==> config.mk <==
export PLATFORM = sky130hd
export DESIGN_NAME = sus_top
export DESIGN_NICKNAME = d
export VERILOG_FILES = /design/src/hw/sus_pkg.sv /design/src/hw/sus_pin_mux.sv /design/src/hw/sus_top.sv
export SDC_FILE = /design/constraint.sdc
export NUM_CORES = 1
export LEC_CHECK = 0
export BUFFER_PORTS_ARGS = -buffer_cell sky130_fd_sc_hd__buf_2
export CORE_ASPECT_RATIO = 1.1
export CORE_MARGIN = 2
export CORE_UTILIZATION = 50
export DETAILED_ROUTE_END_ITERATION = 7
export GPL_TIMING_DRIVEN = 1
export PLACE_DENSITY_LB_ADDON = 0.08
export RECOVER_POWER = 100
export SKIP_LAST_GASP = 1
export SLEW_MARGIN = 20
export SYNTH_ARGS = -nofsm -noshare
export SYNTH_HDL_FRONTEND = slang
export SYNTH_SLANG_ARGS = --single-unit
==> constraint.sdc <==
create_clock -name clk -period 3.8 [get_ports clk]
set_input_delay 0.76 -clock clk [delete_from_list [all_inputs] [get_ports clk]]
set_output_delay 0.76 -clock clk [all_outputs]
set_load 0.005 [all_outputs]
==> src/hw/sus_pkg.sv <==
// Constants for the serial unit stop-control register bank
package sus_pkg;
  localparam logic [19:0] ADDR_MASK = 20'hFFFFF;
  // Register byte addresses
  localparam logic [19:0] OFF_PORT_DIR = 20'hFFF20;
  localparam logic [19:0] OFF_PORT_DATA = 20'hFFF00;
  localparam logic [19:0] OFF_PORT_MODE = 20'hF0050;
  localparam logic [19:0] OFF_NOISE_FILT = 20'hF0070;
  localparam logic [19:0] OFF_INPUT_SW = 20'hF0730;
  localparam logic [19:0] OFF_CLK_GATE = 20'hF00F0;
  localparam logic [19:0] OFF_STOP_TRIG = 20'hF0124;
  localparam logic [19:0] OFF_EN_STATUS = 20'hF0120;
  localparam logic [19:0] OFF_START_TRIG = 20'hF0128;
  localparam logic [19:0] OFF_OUT_EN = 20'hF012C;
  localparam logic [19:0] OFF_OUT_LEVEL = 20'hF0130;
  // Field layouts
  localparam int NUM_CH = 2;
  localparam int NUM_PINS = 5;
  localparam logic [7:0] PORT_DIR_FIXED = 8'hE0;
  localparam logic [7:0] PORT_DIR_RESET = 8'hFF;
  localparam logic [7:0] PORT_DATA_MASK = 8'h1F;
  localparam logic [7:0] PORT_MODE_MASK = 8'h01;
  localparam logic [7:0] NOISE_FILT_MASK = 8'h01;
  localparam logic [7:0] INPUT_SW_MASK = 8'h03;
  localparam int CLK_GATE_BIT = 2;
  localparam logic [1:0] CH_MASK = 2'h3;
  localparam logic [1:0] OUT_EN_MASK = 2'h1;
  // Output level register: data levels in [1:0], clock levels in [9:8]
  localparam int DATA_LVL_LSB = 0;
  localparam int CLK_LVL_LSB = 8;
  localparam logic [1:0] LEVEL_RESET = 2'h3;
  localparam logic [1:0] CH_EN_RESET = 2'h0;
  localparam logic [0:0] OUT_EN_RESET = 1'h0;
  // AHB encodings
  localparam logic [1:0] HTRANS_NONSEQ = 2'h2;
  localparam logic [2:0] HSIZE_WORD = 3'h2;
endpackage

==> src/hw/sus_pin_mux.sv <==
// Per-pin output mux between serial engine and port logic
`timescale 1ns/1ps
`default_nettype none
module sus_pin_mux (
  // Port side
  input wire logic pin_direction_bit,
  input wire logic port_value,
  // Serial side
  input wire logic serial_owns,
  input wire logic serial_value,
  // Pin
  output logic pin_out,
  output logic pin_oe
);
  assign pin_oe = !pin_direction_bit;
  // Port data ANDs with the serial level, so port data 1 passes serial
  assign pin_out = serial_owns ? (serial_value & port_value) : port_value;
endmodule
`default_nettype wire

==> src/hw/sus_top.sv <==
// Serial unit stop-control register bank with AHB-Lite slave
`timescale 1ns/1ps
`default_nettype none
module sus_top (
  // Clock and reset
  input wire logic clk,
  input wire logic reset_n,
  // AHB-Lite slave
  input wire logic hsel,
  input wire logic [31:0] haddr,
  input wire logic [1:0] htrans,
  input wire logic hwrite,
  input wire logic [2:0] hsize,
  input wire logic [31:0] hwdata,
  input wire logic hready,
  output logic [31:0] hrdata,
  output logic hreadyout,
  output logic hresp,
  // Serial engine side
  input wire logic [1:0] serial_clk_out,
  input wire logic [1:0] serial_data_out,
  input wire logic [1:0] start_req,
  output logic unit_clk_en,
  output logic [1:0] channel_run,
  // Port pins
  output logic [4:0] pin_out,
  output logic [4:0] pin_oe,
  output logic [1:0] clk_pin_level,
  output logic [1:0] data_pin_level
);
  typedef struct packed {
    logic [7:0] port_dir;
    logic [7:0] port_data;
    logic [7:0] port_mode;
    logic [7:0] noise_filt;
    logic [7:0] input_sw;
    logic clk_gate;
    logic [1:0] ch_en;
    logic [0:0] out_en;
    logic [1:0] clk_lvl;
    logic [1:0] data_lvl;
    logic [1:0] clk_pin;
    logic [1:0] data_pin;
    logic wr_pend;
    logic [19:0] wr_addr;
    logic [31:0] rdata;
  } sus_state_s;

  sus_state_s st_q;
  sus_state_s st_d;

  function automatic logic hit(input logic [19:0] a, input logic [19:0] off);
    hit = (a == off);
  endfunction

  function automatic logic in_unit(input logic [19:0] a);
    in_unit = hit(a, sus_pkg::OFF_STOP_TRIG) || hit(a, sus_pkg::OFF_EN_STATUS)
      || hit(a, sus_pkg::OFF_START_TRIG) || hit(a, sus_pkg::OFF_OUT_EN)
      || hit(a, sus_pkg::OFF_OUT_LEVEL);
  endfunction

  logic addr_phase;
  logic [19:0] a_addr;
  logic [19:0] w_addr;
  logic unit_open;

  assign addr_phase = hsel && hready && (htrans == sus_pkg::HTRANS_NONSEQ);
  assign a_addr = haddr[19:0];
  assign w_addr = st_q.wr_addr;
  assign unit_open = st_q.clk_gate;

  always_comb
  begin
    st_d = st_q;
    st_d.wr_pend = 1'b0;
    // Engine may start a channel only while the unit is clocked
    st_d.ch_en = st_q.ch_en | (start_req & {2{unit_open}});
    if (st_q.wr_pend)
    begin
      if (hit(w_addr, sus_pkg::OFF_PORT_DIR))
        st_d.port_dir = hwdata[7:0] | sus_pkg::PORT_DIR_FIXED;
      if (hit(w_addr, sus_pkg::OFF_PORT_DATA))
        st_d.port_data = hwdata[7:0] & sus_pkg::PORT_DATA_MASK;
      if (hit(w_addr, sus_pkg::OFF_PORT_MODE))
        st_d.port_mode = hwdata[7:0] & sus_pkg::PORT_MODE_MASK;
      if (hit(w_addr, sus_pkg::OFF_NOISE_FILT))
        st_d.noise_filt = hwdata[7:0] & sus_pkg::NOISE_FILT_MASK;
      if (hit(w_addr, sus_pkg::OFF_INPUT_SW))
        st_d.input_sw = hwdata[7:0] & sus_pkg::INPUT_SW_MASK;
      if (hit(w_addr, sus_pkg::OFF_CLK_GATE))
        st_d.clk_gate = hwdata[sus_pkg::CLK_GATE_BIT];
      if (unit_open && in_unit(w_addr))
      begin
        if (hit(w_addr, sus_pkg::OFF_STOP_TRIG))
          st_d.ch_en = st_d.ch_en & ~(hwdata[1:0] & sus_pkg::CH_MASK);
        if (hit(w_addr, sus_pkg::OFF_START_TRIG))
          st_d.ch_en = st_d.ch_en | (hwdata[1:0] & sus_pkg::CH_MASK);
        if (hit(w_addr, sus_pkg::OFF_OUT_EN))
          st_d.out_en = hwdata[0:0] & sus_pkg::OUT_EN_MASK[0:0];
        if (hit(w_addr, sus_pkg::OFF_OUT_LEVEL))
        begin
          st_d.data_lvl = hwdata[sus_pkg::DATA_LVL_LSB +: 2];
          st_d.clk_lvl = hwdata[sus_pkg::CLK_LVL_LSB +: 2];
        end
      end
    end
    // Gating the unit off returns its registers to defaults
    if (!st_d.clk_gate)
    begin
      st_d.ch_en = sus_pkg::CH_EN_RESET;
      st_d.out_en = sus_pkg::OUT_EN_RESET;
      st_d.clk_lvl = sus_pkg::LEVEL_RESET;
      st_d.data_lvl = sus_pkg::LEVEL_RESET;
    end
    // Pin levels: clocks from serial engine while running; ch0 data only when running and output enabled, ch1 data always level
    for (int i = 0; i < sus_pkg::NUM_CH; i++)
    begin
      st_d.clk_pin[i] = st_q.ch_en[i] ? serial_clk_out[i] : st_q.clk_lvl[i];
      if (i == 0 && st_q.out_en[0] && st_q.ch_en[0])
        st_d.data_pin[i] = serial_data_out[i];
      else
        st_d.data_pin[i] = st_q.data_lvl[i];
    end
    if (addr_phase && hwrite)
    begin
      st_d.wr_pend = 1'b1;
      st_d.wr_addr = a_addr;
    end
    if (addr_phase && !hwrite)
    begin
      st_d.rdata = 32'h0000_0000;
      // Fixed-one bits read back through the stored value
      if (hit(a_addr, sus_pkg::OFF_PORT_DIR))
        st_d.rdata[7:0] = st_d.port_dir;
      if (hit(a_addr, sus_pkg::OFF_PORT_DATA))
        st_d.rdata[7:0] = st_d.port_data;
      if (hit(a_addr, sus_pkg::OFF_PORT_MODE))
        st_d.rdata[7:0] = st_d.port_mode;
      if (hit(a_addr, sus_pkg::OFF_NOISE_FILT))
        st_d.rdata[7:0] = st_d.noise_filt;
      if (hit(a_addr, sus_pkg::OFF_INPUT_SW))
        st_d.rdata[7:0] = st_d.input_sw;
      if (hit(a_addr, sus_pkg::OFF_CLK_GATE))
        st_d.rdata[sus_pkg::CLK_GATE_BIT] = st_d.clk_gate;
      // Stop and start triggers always read zero
      if (hit(a_addr, sus_pkg::OFF_EN_STATUS))
        st_d.rdata[1:0] = st_d.ch_en;
      if (hit(a_addr, sus_pkg::OFF_OUT_EN))
        st_d.rdata[0:0] = st_d.out_en;
      if (hit(a_addr, sus_pkg::OFF_OUT_LEVEL))
      begin
        st_d.rdata[sus_pkg::DATA_LVL_LSB +: 2] = st_d.data_lvl;
        st_d.rdata[sus_pkg::CLK_LVL_LSB +: 2] = st_d.clk_lvl;
      end
    end
  end

  always_ff @(posedge clk)
  begin
    if (!reset_n)
    begin
      st_q <= '0;
      st_q.port_dir <= sus_pkg::PORT_DIR_RESET;
      st_q.clk_lvl <= sus_pkg::LEVEL_RESET;
      st_q.data_lvl <= sus_pkg::LEVEL_RESET;
      st_q.clk_pin <= sus_pkg::LEVEL_RESET;
      st_q.data_pin <= sus_pkg::LEVEL_RESET;
    end
    else
      st_q <= st_d;
  end

  assign hrdata = st_q.rdata;
  assign hreadyout = 1'b1;
  assign hresp = 1'b0;
  assign unit_clk_en = st_q.clk_gate;
  assign channel_run = st_q.ch_en;
  assign clk_pin_level = st_q.clk_pin;
  assign data_pin_level = st_q.data_pin;

  // Pin 0 carries channel 0 data, 2..3 channel clocks, 1 and 4 plain port
  logic [4:0] serial_owns;
  logic [4:0] serial_val;
  // Channel 0 data sits on pin 0, beside its level in serial_val bit 0
  assign serial_owns = {1'b0, st_q.ch_en, 1'b0,
    st_q.ch_en[0] & st_q.out_en[0]};
  assign serial_val = {1'b0, st_q.clk_pin, st_q.data_pin};

  genvar g;
  generate
    for (g = 0; g < sus_pkg::NUM_PINS; g++)
    begin : g_pin
      sus_pin_mux u_mux (
        .pin_direction_bit(st_q.port_dir[g]),
        .port_value(st_q.port_data[g]),
        .serial_owns(serial_owns[g]),
        .serial_value(serial_val[g]),
        .pin_out(pin_out[g]),
        .pin_oe(pin_oe[g])
      );
    end
  endgenerate
endmodule
`default_nettype wire

==> key figures, run 1 <==
STA
  – RSZ-0062 raised after global routing: no
  – Worst-Margin Slew: 1.08 ns
  – Slew headroom: 0.282
  – Setup Skew: ~0.0095 ns
  – Final Max Tran Viols: 0
  – Setup TNS: 0 ns
  – WHS: between 0.4 and 0.5 ns
  – PnR worst setup slack: approximately 0.8 ns
  – Final period util: 0.790
  – Period minus WS final: around 3 ns
  – Max Freq: around 330 MHz
  – Final hold violations: 0
  – # setup viols final: 0

Placed design
  – Pre-CTS setup slack: between 0.9 and 1 ns
  – Dpl cells: approximately 590
  – Placer Congestion: 0.843
  – Count of input and output buffers: 65
  – HPWL Detailed: about 7000 µm

Power and ir drop
  – Net Sw Power: between 300 and 400 µW
  – Pwr per Cell Area: roughly 380 nW/µm²
  – Lkg Pwr: around 0.0017 µW
  – VDD IR max: approximately 0.23 mV
  – Seq pwr share: 0.533
  – Pint: 1260 µW
  – Clk pwr share: 0.421
  – Combinational share of power: 0.045
  – Sw Share: 0.229

Synthesis
  – Yosys warns: 0
  – Register area share after synthesis: 0.415
  – Mapped Avg Cell Area: 8.64 µm²
  – Post-synth EDFFs: 0
  – Most used DFF post-synth: dfxtp_1
  – Multiplexer area fraction after synthesis: 0.0640
  – Adder-Cell Fraction of Synth Area: 0
  – Largest family of logic cells by synthesized area: simple AND/OR/NAND/NOR gates
  – Asr flop ratio synth: 0
  – Simple-gate share of the synthesized area: 0.262
  – Post-Syn Area: about 4000 µm²
  – Post-synthesis compound-gate area fraction: 0.131
  – Synth cell types: 56
  – FF+latch count, synth: 83
  – Post-Synth XOR/XNOR Area: 0
  – Post-Syn Instances: 464

Worst setup path
  – Slowest stage cell, crit path: or4_1
  – CP arrival: about 3.3 ns
  – Worst Setup End Kind: register
  – Crit Path Class: input pin to register
  – CP required: slightly above 4 ns
  – Worst-path fanout max: 12
  – Crit-path cells: buf_2, or4_1, nor4_1, nand2_1, nor2_1, clkbuf_1, a211oi_1, a221o_1, a21oi_1
  – CP max stage delay: 0.51 ns
  – Startpoint class of the critical path: input pin

Die
  – Initial Util: 0.512
  – Core Rows: 34
  – Die width: 89.4 µm
  – Die Y: 97.9 µm
  – Core area: approximately 7800 µm²
  – Die area: between 8000 and 9000 µm²
  – I/O pin total: ~130

GRT
  – Overall Global Routing Usage: 0.222
  – Vias in the first global route: around 3,000
  – Initial antenna violation count: 0
  – Largest net degree at the start of global routing: 32
  – Grt ovf: 0
  – First-pass GRT wire length: about 15,000 µm

Final layout
  – Final #Nets: ~580
  – P&R area growth vs syn: 6.93%
  – Most common cell after layout, fill and taps aside: dfxtp_1
  – ANT cells: 0
  – Non-Filler Instances: slightly above 600
  – Commonest cells after routing, fill and taps aside: dfxtp_1, nand2_1, buf_2, a21oi_1, nor2_1
  – Fraction of layout cells with a size suffix above 1: 0.154

Routing
  – Drt wl/cell: approximately 15 µm
  – Antenna-violating nets left: 0
  – DRC errors left: 0
  – Detailed Route WL: 9330 µm
  – DRT iter0 DRCs: between 150 and 200
  – Vias: 3,246
  – DR vias/cell: 5.35
  – Drt first pass iters: 4

CTS
  – Postcts setup bufs: 0
  – Worst skew pair latency: about 0.36 ns
  – Hold-fix buffers at CTS: 0
  – Cts bufs inserted: 9
  – H-tree depth: 3
  – Clock buffer depth: 2
  – CTS tree: built
  – Post_cts resized: 0
  – Clock Sinks: 83
  – Clk root buf: clkbuf_8
  – Clock transition at path regs: 0.09 ns

Job
  – MaxCap Viol Count: 0

Run status
  – Status: complete, no violations

Hold path
  – Min-Delay Path Class: register to register
path summary, 6_finish.rpt:
kind | startpoint | endpoint | slack, ns | depth (start not counted)
worst max register to register | w_addr[7]$_SDFFE_PN0P_ | hrdata[0]$_SDFFE_PN0P_ | 0.93 | 7
worst min register to register | st_q[103]$_SDFF_PN1_ | st_q[103]$_SDFF_PN1_ | 0.45 | 1
worst min-delay path | st_q[103]$_SDFF_PN1_ | st_q[103]$_SDFF_PN1_ | 0.45 | 1
worst max-delay path | haddr[12] | hrdata[5]$_SDFFE_PN0P_ | 0.80 | 9
worst max-delay path, delay by kind of cell:
kind / cells / cell delay [ns]
AND/OR/NAND/NOR: 4 / 1.42
buffers and inverters: 2 / 0.55
AO/OA/AOI/OAI: 3 / 0.56
Yosys cell counts, types with 9 or more instances:
library cell,number,area [µm²]
a21oi_1,28,140
and2_1,17,106
and3_1,10,62.6
buf_4,52,390
clkbuf_1,16,60.1
dfxtp_1,83,1660
inv_1,11,41.3
mux2i_1,20,200
nand2_1,75,282
nand3_1,10,50.1
nand4_1,9,56.3
nor2_1,26,97.6
registers in the layout (all words and copies together) (netlist names):
name and cells:
st_d 1, hrdata 10, st_q 45, data_pin_level 2
unit_clk_en 1, clk_pin_level 2, channel_run 2, w_addr 20
routing by layer:
metal	track usage	part of all wire	vias to the layer above
li1	-	-	1620
met1	0.301	0.46	1514
met2	0.352	0.47	102
met3	0.0431	0.053	10
met4	0.0769	0.012	0
met5	0	0	-
cell type report:
| type | instances | area, µm² |
|---|---|---|
| Clock buffer | 9 | 124 |
| Clock inverter | 6 | 90.1 |
| Fill cell | 760 | 3540 |
| Inverter | 11 | 41.3 |
| Multi-Input combinational cell | 321 | 1910 |
| Sequential cell | 83 | 1660 |
| Tap cell | 108 | 135 |
| Timing Repair Buffer | 69 | 325 |
cells by family after synthesis:
group	after synthesis
muxes	24
DFF	83
other	2
buffers and inverters	82
and+or+nand+nor	196
AOI/OAI and AO/OA	77
per-stage QoR:
stage / utilization / area, µm² / total power, µW
finish: 0.547 / 4290 / 1640
global route: 0.547 / 4290 / 1700
CTS: 0.554 / 4340 / 1650
detailed placement: 0.527 / 4120 / 971
global placement: 0.527 / 4120 / 970
floorplan: - / 4090 / 951
power by group through the flow:
stage | Combinational (µW) | Clock, µW | Sequential, µW
floorplan | 55.6 | 0 | 895
detailed placement | 74.7 | 0 | 896
finish | 74.3 | 691 | 875
global placement | 73.8 | 0 | 896
global route | 84.2 | 737 | 876
CTS | 75.1 | 703 | 875
No activity file was read; power rests on OpenSTA's default activity.
==> run 2: changes to the inputs <==
Settings changed: ABC_AREA from default to 1, CORE_UTILIZATION 50 to 47.
Clock period 3.8 ns to 2.49 ns, I/O delays scaled along.
==> run 2 against run 1 <==
Sequential share of layout area shrank 4.0 points. Power grew 45%. Combinational power grew 98%. Utilization shrank 3.3 points. Wire length grew 11%. Via count grew 22%. Largest power group unchanged.
==> key figures, run 2 <==
Die
  – Core Rows: 37 (was 34)
  – Die Y: 106 µm (was 97.9 µm)
  – Die area: 10,300 µm² (was 8750 µm²)
  – Initial Util: 0.481 (was 0.512)
  – Die width: 97.0 µm (was 89.4 µm)
  – Core area: 9310 µm² (was 7830 µm²)
  – I/O pin total: 131 (unchanged)

Worst setup path
  – Worst Setup End Kind: register (unchanged)
  – Slowest stage cell, crit path: nand3_1 (was or4_1)
  – CP max stage delay: 0.41 ns (was 0.51 ns)
  – CP required: 2.80 ns (was 4.08 ns)
  – R2R depth: 12 (was 7)
  – Crit path top cell by count: nand2_1
  – CP arrival: 2.49 ns (was 3.28 ns)
  – Crit-path cells: nand2_1, inv_1, nand2_1, nor2_2, nand3_1, o21ai_0, o21ai_0, inv_1, nand2_1, nand3_1, nand2_1, a21oi_2 (was buf_2, or4_1, nor4_1, nand2_1, nor2_1, clkbuf_1, a211oi_1, a221o_1, a21oi_1)
  – Worst-path fanout max: 10 (was 12)
  – Crit Path Class: register to register (was input pin to register)
  – R2R Setup Slk: 0.31 ns (was 0.93 ns)
  – R2r endpoint: hrdata[0]$_SDFFE_PN0P_ (unchanged)
  – Startpoint class of the critical path: register (was input pin)
  – Critical R2R Launch: w_addr[19]$_SDFFE_PN0P_ (was w_addr[7]$_SDFFE_PN0P_)

Synthesis
  – Post-Synth XOR/XNOR Area: 0 (unchanged)
  – Most used DFF post-synth: dfxtp_1 (unchanged)
  – Post-synth EDFFs: 0 (unchanged)
  – Largest family of logic cells by synthesized area: simple AND/OR/NAND/NOR gates (unchanged)
  – Adder-Cell Fraction of Synth Area: 0 (unchanged)
  – Cell taking the most area after synthesis: dfxtp_1 (unchanged)
  – Mapped Avg Cell Area: 6.85 µm² (was 8.64 µm²)
  – Post-synthesis compound-gate area fraction: 0.0982 (was 0.131)
  – Yosys warns: 0 (unchanged)
  – Most common cell in the netlist: nand2_1 (was dfxtp_1)
  – Asr flop ratio synth: 0 (unchanged)
  – Synth top area share: 0.371 (was 0.415)
  – Register area share after synthesis: 0.371 (was 0.415)
  – Synth top cells by count: nand2_1, dfxtp_1, nor2_1 (was dfxtp_1, nand2_1, buf_4)
  – Synth cell types: 35 (was 56)
  – Post-Syn Instances: 653 (was 464)
  – Simple-gate share of the synthesized area: 0.368 (was 0.262)
  – Multiplexer area fraction after synthesis: 0 (was 0.0640)
  – Post-Syn Area: 4470 µm² (was 4010 µm²)
  – FF+latch count, synth: 83 (unchanged)
  – Main area contributors after synthesis: dfxtp_1, nand2_1, buf_4, nor2_1, nand3_1 (was dfxtp_1, buf_4, nand2_1, mux2i_1, a21oi_1)

Final layout
  – ANT cells: 0 (unchanged)
  – Fraction of layout cells with a size suffix above 1: 0.163 (was 0.154)
  – Layout fillers: 996 (was 760)
  – Largest register FFs: 45 (unchanged)
  – Final #Nets: 774 (was 575)
  – Post-layout instance area: 4780 µm² (was 4290 µm²)
  – Storage cell area: 1660 µm² (unchanged)
  – Largest register by flop count: st_q (unchanged)
  – Commonest cells after routing, fill and taps aside: nand2_1, dfxtp_1, nor2_1, inv_1, nand3_1 (was dfxtp_1, nand2_1, buf_2, a21oi_1, nor2_1)
  – Multi-input logic area: 2140 µm² (was 1910 µm²)
  – P&R area growth vs syn: 6.97% (was 6.93%)
  – Most common cell after layout, fill and taps aside: nand2_1 (was dfxtp_1)

GRT
  – Initial antenna violation count: 0 (unchanged)
  – Largest net degree at the start of global routing: 52 (was 32)
  – Grt ovf: 0 (unchanged)
  – Vias in the first global route: 3,480 (was 2,982)
  – Overall Global Routing Usage: 0.210 (was 0.222)
  – First-pass GRT wire length: 17,200 µm (was 15,000 µm)

STA
  – Worst-Margin Slew: 0.677 ns (was 1.08 ns)
  – Period minus WS final: 2.18 ns
  – Max Freq: about 460 MHz
  – Final period util: 0.875
  – Slew headroom: 0.549 (was 0.282)
  – Setup TNS: 0 ns (unchanged)
  – Final Max Tran Viols: 0 (unchanged)
  – Final hold violations: 0 (unchanged)
  – # setup viols final: 0 (unchanged)
  – Setup Skew: 0.0130 ns (was 0.00950 ns)
  – RSZ-0062 raised after global routing: no (unchanged)

CTS
  – Postcts setup bufs: 0 (unchanged)
  – Worst skew pair latency: 0.37 ns (was 0.36 ns)
  – Post_cts resized: 0 (unchanged)
  – Clk root buf: clkbuf_8 (unchanged)
  – Clock Sinks: 83 (unchanged)
  – H-tree depth: 3 (unchanged)
  – Cts bufs inserted: 9 (unchanged)
  – Clock transition at path regs: 0.09 ns (about the same)
  – Clock buffer depth: 2 (unchanged)
  – Hold-fix buffers at CTS: 0 (unchanged)
  – CTS tree: built (unchanged)

Power and ir drop
  – Pwr per Cell Area: 497 nW/µm² (was 383 nW/µm²)
  – Lkg Pwr: 0.00211 µW (was 0.00168 µW)
  – VDD IR max: 0.255 mV (was 0.230 mV)

Routing
  – Antenna-violating nets left: 0 (unchanged)
  – Vias: 3,958 (was 3,246)
  – Drt wl/cell: 12.8 µm (was 15.4 µm)
  – Detailed Route WL: 10,400 µm (was 9330 µm)
  – Drt first pass iters: 5 (was 4)
  – DRC errors left: 0 (unchanged)
  – DRT iter0 DRCs: 259 (was 190)
  – DR vias/cell: 4.86 (was 5.35)

Hold path
  – Hold path cells: 3 (was 1)
  – Hold Crit Endpoint: clk_pin_level[1]$_SDFF_PN1_ (was st_q[103]$_SDFF_PN1_)
  – Hold Crit Start: serial_clk_out[1] (was st_q[103]$_SDFF_PN1_)
  – Min-Delay Path Class: input pin to register (was register to register)

Placed design
  – Placer Congestion: 0.892 (was 0.843)
  – DP Area: 4660 µm² (was 4120 µm²)
  – Count of input and output buffers: 65 (unchanged)
  – HPWL Detailed: 7870 µm (was 6990 µm)

Run status
  – Status: complete, no violations (unchanged)

Job
  – MaxCap Viol Count: 0 (unchanged)
==> run 2: cell count changes in the layout (fill, tap and decap cells not counted), sizes merged, moves of 14 or more <==
cell | previous run | this run
nand2 | 75 | 149
nor2 | 26 | 97
nand3 | 10 | 61
o21ai | 7 | 34
and2 | 17 | 1
inv | 12 | 71
a21oi | 28 | 42
mux2i | 21 | 0
==> run 2: layer usage <==
metal  track usage  wire, µm
met2         0.327      4730
met5             0         0
met1         0.292      4890
met3        0.0414       608
met4        0.0744       167
==> run 2: worst max-delay path by stage <==
stage               slack (ns)               startpoint                     end
floorplan                 0.73                 haddr[2]  hrdata[0]$_SDFFE_PN0P_
global placement          0.30                 haddr[0]  hrdata[1]$_SDFFE_PN0P_
detailed placement        0.28                 haddr[0]  hrdata[1]$_SDFFE_PN0P_
CTS                       0.36  w_addr[13]$_SDFFE_PN0P_  hrdata[2]$_SDFFE_PN0P_
global route              0.05  w_addr[19]$_SDFFE_PN0P_  hrdata[0]$_SDFFE_PN0P_
finish                    0.31  w_addr[19]$_SDFFE_PN0P_  hrdata[0]$_SDFFE_PN0P_
==> run 2: cell type report <==
cell class,count,share of cell area
Sequential cell,83,0.347
Timing Repair Buffer,75,0.0805
Clock buffer,11,0.0316
Clock inverter,4,0.00549
Tap cell,117,0.0306
Inverter,72,0.0565
Multi-Input combinational cell,453,0.448
==> run 2: critical path, delay by kind of cell, from the launching register on <==
kind,cells,cell delay (ns)
AND/OR/NAND/NOR,7,1.06
AO/OA/AOI/OAI,3,0.59
flip-flops,1,0.33
buffers and inverters,2,0.14
==> run 2: cell families after synthesis <==
| logic type | Yosys count |
|---|---|
| compound gates | 83 |
| buf+inv | 139 |
| flops | 83 |
| other cells | 2 |
| simple gates | 346 |
==> run 2: report_power, final <==
| group | switching, µW | leakage (µW) | total (µW) | internal, µW |
|---|---|---|---|---|
| combinational | 101 | 0.00135 | 147 | 46.0 |
| sequential | 4.99 | 0.000670 | 1340 | 1330 |
| clock | 484 | 0.0000912 | 894 | 409 |
==> run 2: stage by stage <==
step | instances | worst slack [ns] | utilization | hold WS [ns] | total power, µW
floorplan | 675 | 0.732 | - | 0.417 | 1480
global placement | 800 | 0.301 | 0.501 | 0.427 | 1520
detailed placement | 800 | 0.283 | 0.501 | 0.430 | 1520
CTS | 815 | 0.361 | 0.520 | 0.343 | 2400
global route | 815 | 0.0541 | 0.514 | 0.369 | 2490
finish | 815 | 0.312 | 0.514 | 0.355 | 2380
==> run 3: changes to the inputs <==
Settings changed: REMOVE_ABC_BUFFERS from default to 1.
==> run 3 against run 2 <==
Die area did not move. Sequential power barely moved. Critical path type unchanged. Clock skew fell by 0.0011 ns. Hold slack got worse by 0.0097 ns. Design area rose by 1.4%. First-iteration DRC count fell by 20%. Highest routed layer unchanged. Power rose by 9.4%.
==> key figures, run 3 (synthesized netlist as in run 2, its figures left out) <==
STA
  – Slew headroom: 0.150 (was 0.549)
  – Setup TNS: 0 ns (unchanged)
  – RSZ-0062 raised after global routing: no (unchanged)
  – Setup Skew: 0.0119 ns (was 0.0130 ns)
  – # setup viols final: 0 (unchanged)
  – Final hold violations: 0 (unchanged)
  – Period minus WS final: 2.17 ns (was 2.18 ns)
  – Worst-Margin Slew: 1.28 ns (was 0.677 ns)
  – Final Max Tran Viols: 0 (unchanged)
  – Final period util: 0.870 (was 0.875)
  – Max Freq: 461 MHz (was 459 MHz)

Routing
  – Detailed Route WL: 10,500 µm (was 10,400 µm)
  – Drt wl/cell: 12.9 µm (was 12.8 µm)
  – DRC errors left: 0 (unchanged)
  – DRT iter0 DRCs: 207 (was 259)
  – Met2 Wirelength: 4770 µm (was 4730 µm)
  – Antenna-violating nets left: 0 (unchanged)
  – Met3 routed WL: 682 µm (was 608 µm)
  – Vias: 4,032 (was 3,958)
  – DR vias/cell: 4.95 (was 4.86)
  – Drt first pass iters: 5 (unchanged)
  – DR top layer: met4 (unchanged)
  – M1 WL: 4830 µm (was 4890 µm)

CTS
  – H-tree depth: 3 (unchanged)
  – Clock buffer depth: 2 (unchanged)
  – Postcts setup bufs: 0 (unchanged)
  – Worst skew pair latency: 0.37 ns (about the same)
  – Clock transition at path regs: 0.08 ns (was 0.09 ns)
  – Clk root buf: clkbuf_8 (unchanged)
  – Cts bufs inserted: 9 (unchanged)
  – Post_cts resized: 0 (unchanged)
  – Clock Sinks: 83 (unchanged)
  – Hold-fix buffers at CTS: 0 (unchanged)
  – CTS tree: built (unchanged)

Final layout
  – Layout fillers: 978 (was 996)
  – Largest register by flop count: st_q (unchanged)
  – P&R area growth vs syn: 8.48% (was 6.97%)
  – Post-layout instance area: 4850 µm² (was 4780 µm²)
  – Largest register FFs: 45 (unchanged)
  – Final #Nets: 773 (was 774)
  – Commonest cells after routing, fill and taps aside: nand2_1, dfxtp_1, nor2_1, inv_1, nand3_1 (unchanged)
  – ANT cells: 0 (unchanged)
  – Fraction of layout cells with a size suffix above 1: 0.173 (was 0.163)
  – Most common cell after layout, fill and taps aside: nand2_1 (unchanged)

Die
  – Die area: 10,300 µm² (unchanged)
  – I/O pin total: 131 (unchanged)
  – Core area: 9310 µm² (unchanged)
  – Core Rows: 37 (unchanged)
  – Initial Util: 0.481 (unchanged)
  – Die Y: 106 µm (unchanged)
  – Die width: 97.0 µm (unchanged)

Worst setup path
  – Worst Setup End Kind: register (unchanged)
  – Worst-path fanout max: 9 (was 10)
  – CP required: 2.68 ns (was 2.80 ns)
  – CP arrival: 2.36 ns (was 2.49 ns)
  – Startpoint class of the critical path: register (unchanged)
  – Crit path from: w_addr[6]$_SDFFE_PN0P_ (was w_addr[19]$_SDFFE_PN0P_)
  – Crit Path Class: register to register (unchanged)
  – Critical R2R Launch: w_addr[6]$_SDFFE_PN0P_ (was w_addr[19]$_SDFFE_PN0P_)

Hold path
  – Min-Delay Path Class: input pin to register (unchanged)
  – Hold Crit Start: serial_clk_out[0] (was serial_clk_out[1])

Power and ir drop
  – VDD IR max: 0.309 mV (was 0.255 mV)
  – Pwr per Cell Area: 536 nW/µm² (was 497 nW/µm²)
  – Lkg Pwr: 0.00214 µW (was 0.00211 µW)

GRT
  – Largest net degree at the start of global routing: 64 (was 52)
  – First-pass GRT wire length: 17,400 µm (was 17,200 µm)
  – Vias in the first global route: 3,661 (was 3,480)
  – Initial antenna violation count: 0 (unchanged)
  – Overall Global Routing Usage: 0.209 (was 0.210)
  – Grt ovf: 0 (unchanged)

Placed design
  – Count of input and output buffers: 65 (unchanged)
  – DP Area: 4660 µm² (about the same)
  – Placer Congestion: 0.892 (about the same)
  – HPWL Detailed: 7880 µm (was 7870 µm)

Job
  – MaxCap Viol Count: 0 (unchanged)

Run status
  – Status: complete, no violations (unchanged)
run 3: cell count changes in the layout (fill, tap and decap cells not counted), sizes merged:
cell | before | now
inv | 71 | 70
clkbuf | 28 | 25
buf | 58 | 60
bufinv | 0 | 2
run 3: per-stage QoR:
stage	util	instances	hold WS, ns	worst slack [ns]	power (µW)
after floorplan	-	608	0.417	0.498	1440
after global placement	0.500	799	0.427	0.356	1520
after detailed placement	0.500	799	0.430	0.336	1520
after CTS	0.526	815	0.338	0.383	2630
after global routing	0.521	815	0.373	0.105	2710
final	0.521	815	0.345	0.323	2600
run 3: report_power, final:
group	internal (µW)	switching, µW	leakage, µW	total [µW]
logic	43.9	102	0.00136	145
registers	1330	5.30	0.000670	1340
clock network	623	497	0.000116	1120
total	2000	604	0.00214	2600
run 3: path summary, 6_finish.rpt:
path                                 endpoint  slack (ns)  cells after the start
setup reg to reg       hrdata[2]$_SDFFE_PN0P_        0.32                     10
hold reg to reg           st_q[74]$_SDFF_PN0_        0.44                      2
hold / removal    clk_pin_level[0]$_SDFF_PN1_        0.35                      3
setup / recovery       hrdata[2]$_SDFFE_PN0P_        0.32                     10
run 3: worst max-delay path, stage by stage, from the launching register on:
cell	delay, ns
dfxtp_1	0.37
nor2_2	0.18
nand3_2	0.13
nor2_1	0.29
nand2_2	0.20
o21ai_1	0.29
nor2_1	0.07
nor3_1	0.21
nand4_1	0.11
nand2_1	0.09
a21oi_1	0.06
run 3: area by class of cell:
cell class | instances | area [µm²] | share of cell area
sequential | 83 | 1660 | 0.342
clock buffer | 11 | 151 | 0.0312
clock inverter | 5 | 85.1 | 0.0175
timing repair buffer | 74 | 372 | 0.0766
multi-input combinational | 453 | 2170 | 0.446
inverter | 72 | 270 | 0.0557
tap | 117 | 146 | 0.0302
run 3: layer usage:
layer / vias up / GRT usage
met4: 0 / 0.0755
met1: 1783 / 0.284
li1: 2102 / -
met5: - / 0
met3: 15 / 0.0394
met2: 132 / 0.331
